### src/rtl/sjl_regs.svh
// Register offsets, field positions, reset values and link symbols of the link block.
`ifndef SJL_REGS_SVH
`define SJL_REGS_SVH

`define SJL_ADDR_W              12
`define SJL_ADDR_CTRL4          12'h574
`define SJL_ADDR_LMFC_OFFSET    12'h578
`define SJL_ADDR_STATUS         12'h57f
`define SJL_ADDR_DID            12'h580
`define SJL_ADDR_BID            12'h581
`define SJL_ADDR_LID0           12'h583
`define SJL_ADDR_LID1           12'h585

`define SJL_CTRL4_DELAY_MSB     7
`define SJL_CTRL4_DELAY_LSB     4
`define SJL_CTRL4_TEST_MSB      2
`define SJL_CTRL4_TEST_LSB      0

`define SJL_RST_CTRL4_DELAY     4'h0
`define SJL_RST_CTRL4_TEST      3'h0
`define SJL_RST_LMFC_OFFSET     5'h00
`define SJL_RST_DID             8'h00
`define SJL_RST_BID             4'h0
`define SJL_RST_LID0            5'h00
`define SJL_RST_LID1            5'h02

`define SJL_TEST_NORMAL         3'h0
`define SJL_TEST_D215           3'h1
`define SJL_TEST_RPAT           3'h4
`define SJL_TEST_JSPAT          3'h5
`define SJL_TEST_JTSPAT         3'h6

`define SJL_LMFC_LAST           5'h1f
`define SJL_ILAS_LAST_MF        2'h3

`define SJL_SYM_K285            8'hbc
`define SJL_SYM_R               8'h1c
`define SJL_SYM_A               8'h7c
`define SJL_SYM_Q               8'h9c
`define SJL_SYM_D215            8'hb5

`define SJL_FIFO_WIDTH          16
`define SJL_FIFO_DEPTH          16

`endif

### src/rtl/sjl_pkg.sv
// Types shared by the link block modules.
package sjl_pkg;

  typedef enum logic [1:0] {
    SJL_CGS,
    SJL_WAIT,
    SJL_ILAS,
    SJL_DATA
  } sjl_link_state_t;

  typedef struct packed {
    logic            sync_meta;
    logic            sync_q;
    logic            sysref_meta;
    logic            sysref_q;
    logic            sysref_prev;
    logic [4:0]      lmfc;
    logic [3:0]      bcnt;
    logic [1:0]      mf;
    sjl_link_state_t state;
    logic [4:0]      offset;
    logic [7:0]      did;
    logic [3:0]      bid;
    logic [4:0]      lid0;
    logic [4:0]      lid1;
    logic [3:0]      delay;
    logic [2:0]      test;
    logic [7:0]      rdata;
    logic [7:0]      lane0;
    logic [7:0]      lane1;
    logic [1:0]      lane_k;
    logic            lane_valid;
  } sjl_top_state_t;

  typedef struct packed {
    logic [3:0] idx;
    logic [6:0] lfsr;
    logic [7:0] octet;
  } sjl_seq_state_t;

endpackage : sjl_pkg

### src/rtl/sjl_fifo.sv
// Sample FIFO with valid and ready on both sides.
`timescale 1ns/1ps
`default_nettype none

module sjl_fifo
  import sjl_pkg::*;
#(
  parameter int WIDTH = 16,
  parameter int DEPTH = 16
) (
  input  wire logic             clock,
  input  wire logic             rst_n,
  input  wire logic [WIDTH-1:0] s_data,
  input  wire logic             s_valid,
  output logic                  s_ready,
  output logic      [WIDTH-1:0] m_data,
  output logic                  m_valid,
  input  wire logic             m_ready
);

  localparam int AW = $clog2(DEPTH);

  typedef struct packed {
    logic [DEPTH-1:0][WIDTH-1:0] mem;
    logic [AW-1:0]               wr;
    logic [AW-1:0]               rd;
    logic [AW:0]                 count;
  } fifo_state_t;

  fifo_state_t s_q;
  fifo_state_t s_d;
  logic        push;
  logic        pop;

  assign s_ready = (s_q.count != DEPTH[AW:0]);
  assign m_valid = (s_q.count != '0);
  assign m_data  = s_q.mem[s_q.rd];
  assign push    = s_valid && s_ready;
  assign pop     = m_valid && m_ready;

  always_comb begin
    s_d = s_q;
    if (push) begin
      s_d.mem[s_q.wr] = s_data;
      s_d.wr          = s_q.wr + AW'(1);
    end
    if (pop) begin
      s_d.rd = s_q.rd + AW'(1);
    end
    s_d.count = s_q.count + (AW+1)'(push) - (AW+1)'(pop);
  end

  always_ff @(posedge clock or negedge rst_n) begin
    if (!rst_n) begin
      s_q <= '0;
    end else begin
      s_q <= s_d;
    end
  end

endmodule : sjl_fifo

`default_nettype wire

### src/rtl/sjl_test_seq.sv
// Link-layer test sequence source, one octet per clock for every lane.
`timescale 1ns/1ps
`default_nettype none

`include "sjl_regs.svh"

module sjl_test_seq
  import sjl_pkg::*;
(
  input  wire logic       clock,
  input  wire logic       rst_n,
  input  wire logic [2:0] mode,
  output logic      [7:0] octet
);

  // These are octet-level stand-ins placed ahead of the line encoder, so the
  // receiver sees the intended repeating shape but not exact coded disparity.
  localparam logic [11:0][7:0] RPAT_TAB = {
    8'hbe, 8'hd7, 8'h23, 8'h47, 8'h6b, 8'h8f,
    8'hb3, 8'h14, 8'h5e, 8'hfb, 8'h35, 8'h59
  };
  localparam logic [11:0][7:0] JT_TAB = {
    8'hb5, 8'hb5, 8'hb5, 8'hb5, 8'h4a, 8'h4a,
    8'h4a, 8'h4a, 8'h7e, 8'h7e, 8'h81, 8'h81
  };

  sjl_seq_state_t s_q;
  sjl_seq_state_t s_d;

  assign octet = s_q.octet;

  always_comb begin
    s_d      = s_q;
    s_d.lfsr = {s_q.lfsr[5:0], s_q.lfsr[6] ^ s_q.lfsr[5]};
    s_d.idx  = (s_q.idx == 4'hb) ? 4'h0 : s_q.idx + 4'h1;
    case (mode)
      `SJL_TEST_D215:  s_d.octet = `SJL_SYM_D215;
      `SJL_TEST_RPAT:  s_d.octet = RPAT_TAB[s_q.idx];
      `SJL_TEST_JSPAT: s_d.octet = `SJL_SYM_D215 ^ {1'b0, s_q.lfsr};
      `SJL_TEST_JTSPAT: s_d.octet = JT_TAB[s_q.idx] ^ {1'b0, s_q.lfsr};
      default:         s_d.octet = 8'h00;
    endcase
    if (mode == `SJL_TEST_NORMAL) begin
      s_d.idx = 4'h0;
    end
  end

  always_ff @(posedge clock or negedge rst_n) begin
    if (!rst_n) begin
      s_q <= '{idx: 4'h0, lfsr: 7'h7f, octet: 8'h00};
    end else begin
      s_q <= s_d;
    end
  end

endmodule : sjl_test_seq

`default_nettype wire

### src/rtl/sjl_top.sv
// Serial link alignment, test sequence and identifier configuration block.
//
// Local design decision: the address-and-strobe port.
`timescale 1ns/1ps
`default_nettype none

`include "sjl_regs.svh"

module sjl_top
  import sjl_pkg::*;
(
  input  wire logic                    clock,
  input  wire logic                    rst_n,
  input  wire logic [`SJL_ADDR_W-1:0]  reg_addr,
  input  wire logic [7:0]              reg_wdata,
  input  wire logic                    reg_wr,
  input  wire logic                    reg_rd,
  output logic      [7:0]              reg_rdata,
  input  wire logic                    sync_request_input_n,
  input  wire logic                    sysref,
  input  wire logic [`SJL_FIFO_WIDTH-1:0] sample_data,
  input  wire logic                    sample_valid,
  output logic                         sample_ready,
  output logic      [7:0]              lane0_octet,
  output logic      [7:0]              lane1_octet,
  output logic      [1:0]              lane_is_k,
  output logic                         lane_valid
);

  sjl_top_state_t s_q;
  sjl_top_state_t s_d;

  logic                        rst_meta_n;
  logic                        rst_sync_n;
  logic [`SJL_FIFO_WIDTH-1:0]  fifo_data;
  logic                        fifo_valid;
  logic                        fifo_pop;
  logic                        fifo_ready;
  logic                        ready_q;
  logic [7:0]                  seq_octet;
  logic                        sync_asserted;
  logic                        lmfc_last;
  logic [8:0]                  ilas0;
  logic [8:0]                  ilas1;

  // Reset is released through two flops so every state flop except ready_q
  // leaves reset on the same edge; asserting it still acts at once.
  always_ff @(posedge clock or negedge rst_n) begin
    if (!rst_n) begin
      rst_meta_n <= 1'b0;
      rst_sync_n <= 1'b0;
    end else begin
      rst_meta_n <= 1'b1;
      rst_sync_n <= rst_meta_n;
    end
  end

  // Builds one ILAS octet with its control flag for a lane.
  function automatic logic [8:0] ilas_octet(
    input logic [1:0] mf,
    input logic [4:0] pos,
    input logic [7:0] did,
    input logic [3:0] bid,
    input logic [4:0] lid
  );
    logic [8:0] r;
    r = {1'b0, 3'h0, pos};
    if (pos == 5'h00) begin
      r = {1'b1, `SJL_SYM_R};
    end else if (pos == `SJL_LMFC_LAST) begin
      r = {1'b1, `SJL_SYM_A};
    end else if (mf == 2'h1) begin
      case (pos)
        5'h01:   r = {1'b1, `SJL_SYM_Q};
        5'h02:   r = {1'b0, did};
        5'h03:   r = {1'b0, 4'h0, bid};
        5'h04:   r = {1'b0, 3'h0, lid};
        default: r = 9'h000;
      endcase
    end
    return r;
  endfunction : ilas_octet

  // Register read decode; unmapped addresses and reserved bits read zero.
  function automatic logic [7:0] reg_read(
    input logic [`SJL_ADDR_W-1:0] addr,
    input sjl_top_state_t         st
  );
    logic [7:0] r;
    r = 8'h00;
    case (addr)
      `SJL_ADDR_CTRL4:       r = {st.delay, 1'b0, st.test};
      `SJL_ADDR_LMFC_OFFSET: r = {3'h0, st.offset};
      `SJL_ADDR_STATUS:      r = {2'h0, st.state, st.sync_q, 3'h0};
      `SJL_ADDR_DID:         r = st.did;
      `SJL_ADDR_BID:         r = {4'h0, st.bid};
      `SJL_ADDR_LID0:        r = {3'h0, st.lid0};
      `SJL_ADDR_LID1:        r = {3'h0, st.lid1};
      default:               r = 8'h00;
    endcase
    return r;
  endfunction : reg_read

  sjl_fifo #(
    .WIDTH (`SJL_FIFO_WIDTH),
    .DEPTH (`SJL_FIFO_DEPTH)
  ) u_fifo (
    .clock   (clock),
    .rst_n   (rst_sync_n),
    .s_data  (sample_data),
    .s_valid (sample_valid),
    .s_ready (fifo_ready),
    .m_data  (fifo_data),
    .m_valid (fifo_valid),
    .m_ready (fifo_pop)
  );

  sjl_test_seq u_seq (
    .clock (clock),
    .rst_n (rst_sync_n),
    .mode  (s_q.test),
    .octet (seq_octet)
  );

  // The FIFO ready is registered so the output stays a flop; a source may
  // therefore push once into a FIFO that has just filled, which the FIFO
  // itself refuses, so the source must hold its word until ready returns.
  always_ff @(posedge clock or negedge rst_n) begin
    if (!rst_n) begin
      ready_q <= 1'b0;
    end else begin
      ready_q <= fifo_ready && rst_sync_n;
    end
  end

  assign sample_ready  = ready_q;
  assign sync_asserted = !s_q.sync_q;
  assign lmfc_last     = (s_q.lmfc == `SJL_LMFC_LAST);
  // The buffer drains only in the data phase with no test mode, so words
  // queued during alignment or a test wait for the link to come up.
  assign fifo_pop      = (s_q.state == SJL_DATA) && (s_q.test == `SJL_TEST_NORMAL) && fifo_valid;
  assign ilas0         = ilas_octet(s_q.mf, s_q.lmfc, s_q.did, s_q.bid, s_q.lid0);
  assign ilas1         = ilas_octet(s_q.mf, s_q.lmfc, s_q.did, s_q.bid, s_q.lid1);

  assign reg_rdata   = s_q.rdata;
  assign lane0_octet = s_q.lane0;
  assign lane1_octet = s_q.lane1;
  assign lane_is_k   = s_q.lane_k;
  assign lane_valid  = s_q.lane_valid;

  always_comb begin
    s_d = s_q;

    // Both pins are asynchronous and pass two flops before any use.
    s_d.sync_meta   = sync_request_input_n;
    s_d.sync_q      = s_q.sync_meta;
    s_d.sysref_meta = sysref;
    s_d.sysref_q    = s_q.sysref_meta;
    s_d.sysref_prev = s_q.sysref_q;

    // The offset loads on the synchronised rising edge only, so a long
    // SYSREF pulse does not hold the counter still.
    if (s_q.sysref_q && !s_q.sysref_prev) begin
      s_d.lmfc = s_q.offset;
    end else begin
      s_d.lmfc = s_q.lmfc + 5'h01;
    end

    // Writes land on the strobe edge; the status register is read only, so
    // a write to it falls to the default branch and changes nothing.
    if (reg_wr) begin
      case (reg_addr)
        `SJL_ADDR_CTRL4: begin
          s_d.delay = reg_wdata[`SJL_CTRL4_DELAY_MSB:`SJL_CTRL4_DELAY_LSB];
          s_d.test  = reg_wdata[`SJL_CTRL4_TEST_MSB:`SJL_CTRL4_TEST_LSB];
        end
        `SJL_ADDR_LMFC_OFFSET: s_d.offset = reg_wdata[4:0];
        `SJL_ADDR_DID:         s_d.did    = reg_wdata;
        `SJL_ADDR_BID:         s_d.bid    = reg_wdata[3:0];
        `SJL_ADDR_LID0:        s_d.lid0   = reg_wdata[4:0];
        `SJL_ADDR_LID1:        s_d.lid1   = reg_wdata[4:0];
        default:               s_d.test   = s_q.test;
      endcase
    end

    s_d.rdata = 8'h00;
    if (reg_rd) begin
      s_d.rdata = reg_read(reg_addr, s_q);
    end

    case (s_q.state)
      SJL_CGS: begin
        if (!sync_asserted) begin
          s_d.state = SJL_WAIT;
          s_d.bcnt  = 4'h0;
        end
      end
      SJL_WAIT: begin
        // The boundary falls on the edge after the last LMFC count.
        if (lmfc_last) begin
          if (s_q.bcnt == s_q.delay) begin
            s_d.state = SJL_ILAS;
            s_d.mf    = 2'h0;
          end else begin
            s_d.bcnt = s_q.bcnt + 4'h1;
          end
        end
      end
      SJL_ILAS: begin
        if (lmfc_last) begin
          if (s_q.mf == `SJL_ILAS_LAST_MF) begin
            s_d.state = SJL_DATA;
          end else begin
            s_d.mf = s_q.mf + 2'h1;
          end
        end
      end
      SJL_DATA: begin
        // Only a renewed sync request or a reset leaves the data phase.
        s_d.state = SJL_DATA;
      end
      default: begin
        s_d.state = SJL_CGS;
      end
    endcase

    if (sync_asserted) begin
      s_d.state = SJL_CGS;
    end

    s_d.lane_valid = 1'b1;
    // A test mode overrides every state, code group sync included, so a
    // receiver under test sees the sequence even while it holds the request.
    if (s_q.test != `SJL_TEST_NORMAL) begin
      s_d.lane0  = seq_octet;
      s_d.lane1  = seq_octet;
      s_d.lane_k = 2'b00;
    end else begin
      case (s_q.state)
        SJL_ILAS: begin
          s_d.lane0  = ilas0[7:0];
          s_d.lane1  = ilas1[7:0];
          s_d.lane_k = {ilas1[8], ilas0[8]};
        end
        SJL_DATA: begin
          s_d.lane0      = fifo_data[7:0];
          s_d.lane1      = fifo_data[15:8];
          s_d.lane_k     = 2'b00;
          s_d.lane_valid = fifo_valid;
        end
        default: begin
          // Code group synchronization continues until the alignment start.
          s_d.lane0  = `SJL_SYM_K285;
          s_d.lane1  = `SJL_SYM_K285;
          s_d.lane_k = 2'b11;
        end
      endcase
    end
  end

  always_ff @(posedge clock or negedge rst_sync_n) begin
    if (!rst_sync_n) begin
      s_q.sync_meta   <= 1'b0;
      s_q.sync_q      <= 1'b0;
      s_q.sysref_meta <= 1'b0;
      s_q.sysref_q    <= 1'b0;
      s_q.sysref_prev <= 1'b0;
      s_q.lmfc        <= 5'h00;
      s_q.bcnt        <= 4'h0;
      s_q.mf          <= 2'h0;
      s_q.state       <= SJL_CGS;
      s_q.rdata       <= 8'h00;
      s_q.lane0       <= 8'h00;
      s_q.lane1       <= 8'h00;
      s_q.lane_k      <= 2'b00;
      s_q.lane_valid  <= 1'b0;
      s_q.offset      <= `SJL_RST_LMFC_OFFSET;
      s_q.did         <= `SJL_RST_DID;
      s_q.bid         <= `SJL_RST_BID;
      s_q.lid0        <= `SJL_RST_LID0;
      s_q.lid1        <= `SJL_RST_LID1;
      s_q.delay       <= `SJL_RST_CTRL4_DELAY;
      s_q.test        <= `SJL_RST_CTRL4_TEST;
    end else begin
      s_q <= s_d;
    end
  end

endmodule : sjl_top

`default_nettype wire

### config.mk
export PLATFORM = sky130hd
export DESIGN_NAME = sjl_top
export DESIGN_NICKNAME = d
export VERILOG_FILES = /design/src/rtl/sjl_pkg.sv /design/src/rtl/sjl_fifo.sv /design/src/rtl/sjl_test_seq.sv /design/src/rtl/sjl_top.sv
export VERILOG_INCLUDE_DIRS = /design/src /design/src/rtl
export SDC_FILE = /design/constraint.sdc
export NUM_CORES = 1
export LEC_CHECK = 0
export BUFFER_PORTS_ARGS = -buffer_cell sky130_fd_sc_hd__clkbuf_2
export CORE_UTILIZATION = 30
export DETAILED_ROUTE_END_ITERATION = 8
export GPL_TIMING_DRIVEN = 0
export SETUP_SLACK_MARGIN = 0.2
export SYNTH_ARGS = -nofsm -noshare
export SYNTH_HDL_FRONTEND = slang
export SYNTH_SLANG_ARGS = --single-unit
### constraint.sdc
create_clock -name clock -period 10.74 [get_ports clock]
set_clock_uncertainty 0.2 [all_clocks]
set_input_delay 1.074 -clock clock [delete_from_list [all_inputs] [get_ports clock]]
set_output_delay 1.074 -clock clock [all_outputs]
set_load 0.01 [all_outputs]
After elaboration in Yosys (flattened, before gate mapping):

Memory sizes are Yosys's and may differ from the RTL's.
Cells that the tools add are included.

* mux-type cells: 36
* bitwise operators: 3
* $lt $le $gt $ge: 4
* eq/ne operators: 34
* reduce and logical (&&, ||, !) cells: 24
* add/subtract/negate cells: 8

Operators with widths (count)
* 256-bit bitwise mux: 1
* 12-bit by 11-bit equality test with 1-bit output, second input constant: 7
* 9-bit case mux with 4 select lines: 2
* 16-bit binary-select mux with 4-bit select: 1
* 16-bit demux with 4-bit select: 1
* 8-bit case mux with 7 select lines: 1
* 9-bit 2-to-1 mux: 6
* 18-bit case mux with 2 select lines: 1
* 16-bit 2-to-1 mux: 2
* 8-bit 2-to-1 mux: 4
* 8-bit case mux with 4 select lines: 1
* 4-bit 2-to-1 mux: 6
* 18-bit 2-to-1 mux: 1
* 4-bit by 1-bit adder with 4-bit output, second input constant: 4
* 4-bit by 5-bit < comparator with 1-bit output, second input constant: 3
* 2-bit != test, second input constant: 6
* 3-bit != test, second input constant: 4
* 2-bit AND reduction: 6
* 5-bit by 2-bit equality test with 1-bit output, second input constant: 2
* 3-bit equality test, second input constant: 3
* 2-bit case mux with 4 select lines: 1
* 4-bit case mux with 2 select lines: 1
* 4-bit AND reduction: 2
* 8-bit by 7-bit XOR with 8-bit output: 1
* other kinds (29): 42

* input port bits: 43
* memories: 2
* bits in read-only memories: 256
* output and inout port bits: 28
* bits in registers: 370
* logic and storage cells: 157

Memories
* (name not given): words 16, bits a word 8, read ports 1, clocked after memory_dff 0, wr ports 0, RTL line sjl_test_seq.sv:38 `` `SJL_TEST_RPAT: s_d.octet = RPAT_TAB[s_q.idx]; ``
* (name not given): words 16, bits a word 8, read ports 1, clocked after memory_dff 0, wr ports 0, RTL line sjl_test_seq.sv:40 `` `SJL_TEST_JTSPAT: s_d.octet = JT_TAB[s_q.idx] ^ {1'b0, s_q.lfsr}; ``

Depth between registers and ports, before layout:

* depth in word-level cells: 7
* depth in mapped cells: 13
* gate-level depth less buffers: 12

By module:

Synthesis repeated with hierarchy kept, for this count alone.

* cells, all modules: 1362
* area total of the unflattened synthesis: 18363.9 µm²

By module, submodules not included
* sjl_fifo: area each 12718.4 µm², cells an instance 838, sequential area each 6731.5 µm², instances 1
* sjl_top: area each 4549.4 µm², cells an instance 416, sequential area each 2028.2 µm², instances 1
* sjl_test_seq: area each 1096.1 µm², cells an instance 108, sequential area each 484.2 µm², instances 1

Least setup slack after synthesis:

No wires, ideal clock.

* path type: reg-to-reg
* from: register rst_sync_n
* to: register ready_q, in the netlist sample_ready
* required time: 10420 ps
* clock period less this slack: 9201 ps
* cell stages (with the launch flop): 2
* data arrival time: 8882 ps
* setup time: 120 ps
* path buffers: 0
* path slack: 1539 ps
* cells stage by stage: dfrtp_1 -> and2_1

* word-level cells in the longest chain between the ends: 1

RTL lines
* start, declared: RTL line sjl_top.sv:34 `logic rst_sync_n;`
* start signal, assigned: RTL line sjl_top.sv:54 `rst_sync_n <= rst_meta_n;`
* 1-bit logical AND: RTL line sjl_top.sv:132 `ready_q <= fifo_ready && rst_sync_n;`
* end signal, assigned: RTL line sjl_top.sv:132
* end, declared: RTL line sjl_top.sv:39 `logic ready_q;`

No other way between the ends.
A chain may end at the register's enable or synchronous reset.

==> impl_metrics.csv <==
group,metric,value,unit
timing,min_period,3430,ps
clock_network,clk_pin_slew_worst_paths,60,ps
pwr,power_frac_seq,43.7,%
logic_synthesis,synth_warnings,0,
worst_setup_path,cp_num_buf_inv,3,
floorplan,die_area,59000,um^2
pwr,pwr-share-clk,31.1,%
logic_synthesis,syn_nets,1294,
global_route,grt_pass1_vias,11100,
worst_setup_path,required,11030,ps
global_route,antenna_found_initial,1,
flow_run,cap_violations,0,
logic_synthesis,synth_cell_type_count,69,
finish,drive_above_1_share,43.1,%
clock_network,cts_tree,"yes",
clock_network,cts-root-buf,"clkbuf_16",
logic_synthesis,synthSimpleGateAreaFrac,5.61,%
floorplan,die_width,243,um
timing,setup_slack,7310,ps
worst_setup_path,r2r-end,"u_fifo.s_q[4]$_DFF_PN0_",
finish,fillers,5512,
floorplan,std_cell_rows,87,
timing,fin_crit_sh,31.9,%
finish,fin_cells,2133,
timing,tightest_slew,1000,ps
global_route,grt_pass1_wl,68400,um
clock_network,clock_latency,570,ps
drt,drc_errors,0,
logic_synthesis,ys_seq_area_share,53.1,%
clock_network,holdBufCountCts,0,
worst_setup_path,critPathMaxStageDelay,530,ps
worst_setup_path,crit_type,"flip-flop to flip-flop",
floorplan,coreArea,56800,um^2
pwr,combPwrFrac,25.2,%
drt,vias,10700,
logic_synthesis,muxShareOfSynthArea,28.7,%
clock_network,cts_resized,0,
logic_synthesis,synth_edf_count,0,
worst_setup_path,r2r-start,"s_q[28]$_DFFE_PN0P_",
finish,final_cell_mix,"360 x dfrtp_1, 290 x mux2_2, 69 x clkbuf_2, 66 x mux4_2, 46 x clkbuf_1",
drt,routed_wl,44000,um
worst_setup_path,r2r_setup_slack,7310,ps
pwr,power_density,241,nW/um^2
pwr,vdd.ir_drop.worst,0.000119,V
finish,design_area,20300,um^2
clock_network,post_cts_buffers,0,
timing,grt_setup_unrepaired,"false",
pwr,netSwitchingFraction,27.3,%
finish,insertedDiodeCount,0,
floorplan,pin_count,71,
floorplan,die_y,243,um
logic_synthesis,synth_xor_area_share,1.36,%
clock_network,max-clock-path-buffers,3,
drt,dr.first_iter.drc_count,648,
logic_synthesis,syn_avg_cell_area,14.2,um^2
worst_setup_path,worst_setup_path_end_kind,"flip-flop",
global_route,gr-total-overflow,0,
clock_network,numCtsBuffers,41,
drt,avgRoutedWirePerCell,20.6,um
worst_setup_path,reg2reg_depth,13,
worst_setup_path,crit_arrival,3710,ps
hold_path,hold_path_class,"input port to async pin",
clock_network,ctsHtreeMaxLevel,2,
floorplan,start_util,30.6,%
worst_setup_path,path_delay_family,"simple AND/OR/NAND/NOR gates",
placed_design,gp_congestion,0.798,
timing,drv_slew,0,
placed_design,place_hpwl,30500,um
pwr,power_switching,1.34,mW
finish,final_nets,1411,
logic_synthesis,synth_compound_area_share,5.46,%
placed_design,dpl-instance-area,18800,um^2
worst_setup_path,crit_chain,"buf_2, nor3_4, and3_1, nor2b_1, buf_2, ha_1, inv_1, ha_1, fa_1, a21oi_1, nor2_1, nor2_1, xnor2_1",
placed_design,place_ws,7290,ps
logic_synthesis,synth_top_family_by_area,"multiplexers",
drt,viasPerCell,5.01,
timing,hold_viol,0,
drt,first_pass_iters,5,
timing,timing.hold.ws,95.3,ps
worst_setup_path,critPathSlowestCell,"and3_1",
timing,fmax,0.292,GHz
logic_synthesis,ys_ff_latch,369,
timing,tns,0,ps
placed_design,place_inst,2057,
logic_synthesis,synth-adder-area-share,1.77,%
pwr,power.leakage,8.80,nW
clock_network,cts.sinks,369,
drt,final_antenna_net_count,0,
logic_synthesis,synthFlopType,"dfrtp_1",
timing,setup_viol,0,
worst_setup_path,crit_cells,13,
timing,max_slew_margin,33.3,%
finish,final_common_cell,"dfrtp_1",
run_status,outcome,"finished clean",
logic_synthesis,syn_inst,1227,
logic_synthesis,syn-cell-area,17400,um^2
global_route,grt_start_max_net_pins,74,
global_route,grt_usage,15.2,%
logic_synthesis,async_reset_ff_share,100,%
placed_design,port_buffers,69,
worst_setup_path,startpoint_type,"flip-flop",
finish,area_growth,16.7,%
pwr,internal-power,3.56,mW
worst_setup_path,critPathMaxFanout,9,
-- per-layer routing --
layer | global-route usage [%] | wire [um]
met5 | 0 | 9
met4 | 3.63 | 841
met3 | 2.86 | 1940
met2 | 25.5 | 21600
met1 | 20.0 | 19500
-- through the flow --
| stage | util [%] | power (mW) |
|---|---|---|
| after floorplan | - | 3.06 |
| after global placement | 32.9 | 3.33 |
| after detailed placement | 33.2 | 3.41 |
| after CTS | 35.8 | 4.94 |
| after global routing | 35.8 | 5.15 |
| final | 35.8 | 4.90 |
-- power by group through the flow --
stage | registers (mW) | clock network [mW] | logic [mW]
final | 2.14 | 1.52 | 1.23
after global routing | 2.20 | 1.61 | 1.34
after CTS | 2.13 | 1.56 | 1.25
after detailed placement | 2.16 | 0 | 1.25
after global placement | 2.15 | 0 | 1.18
after floorplan | 2.09 | 0 | 0.971
-- sequential cells by signal (all words and copies together), names as in the netlist, 3 cells and up --
register     count
reg_rdata        8
s_q             49
lane1_octet      8
u_fifo.s_q     269
s_d              3
lane0_octet      8
u_seq.s_d        6
u_seq.octet      8
u_seq.s_q        5
-- Yosys cell counts (11+ instances only) --
| master | number | area share (%) |
|---|---|---|
| mux4_2 | 66 | 8.5 |
| nand2_1 | 40 | 0.86 |
| o21ai_0 | 11 | 0.32 |
| dfrtp_1 | 361 | 52 |
| xnor2_1 | 15 | 0.75 |
| mux2i_1 | 13 | 0.75 |
| a21o_1 | 16 | 0.69 |
| inv_1 | 21 | 0.45 |
| nor2_1 | 30 | 0.65 |
| ha_1 | 23 | 1.7 |
| nand2_2 | 17 | 0.61 |
| a22oi_1 | 21 | 0.91 |
| a21oi_1 | 18 | 0.52 |
| buf_2 | 11 | 0.32 |
| nor2b_1 | 16 | 0.58 |
| buf_4 | 43 | 1.9 |
| xor2_1 | 12 | 0.60 |
| clkbuf_1 | 37 | 0.80 |
| nand3_1 | 16 | 0.46 |
| mux2_2 | 290 | 19 |
-- area by class of cell --
cell class	instances	area [um^2]	share of cell area [%]
clock buffer	61	1220	6.02
timing repair buffer	74	483	2.38
buffer	103	614	3.02
tap	756	946	4.66
multi-input combinational	734	7470	36.8
inverter	21	78.8	0.388
sequential	369	9250	45.5
clock inverter	15	259	1.27
-- worst max path at each step --
stage                               startpoint                           to  slack, ps
after floorplan           rst_sync_n$_DFF_PN0_     lane0_octet[0]$_DFF_PN0_       4530
after global placement    rst_sync_n$_DFF_PN0_  u_fifo.s_q[235]$_DFFE_PN0P_       2410
after detailed placement   s_q[28]$_DFFE_PN0P_      u_fifo.s_q[4]$_DFF_PN0_       7290
after CTS                  s_q[28]$_DFFE_PN0P_      u_fifo.s_q[4]$_DFF_PN0_       7260
after global routing       s_q[28]$_DFFE_PN0P_      u_fifo.s_q[4]$_DFF_PN0_       7080
final                      s_q[28]$_DFFE_PN0P_      u_fifo.s_q[4]$_DFF_PN0_       7310
-- cell families after synthesis --
logic type      count (synthesis)
compound gates                131
xor+xnor                       27
buf+inv                       124
flops                         369
other cells                     1
simple gates                  172
mux                           379
fa+ha+maj                      24
Power figures use the tool's default switching activity.
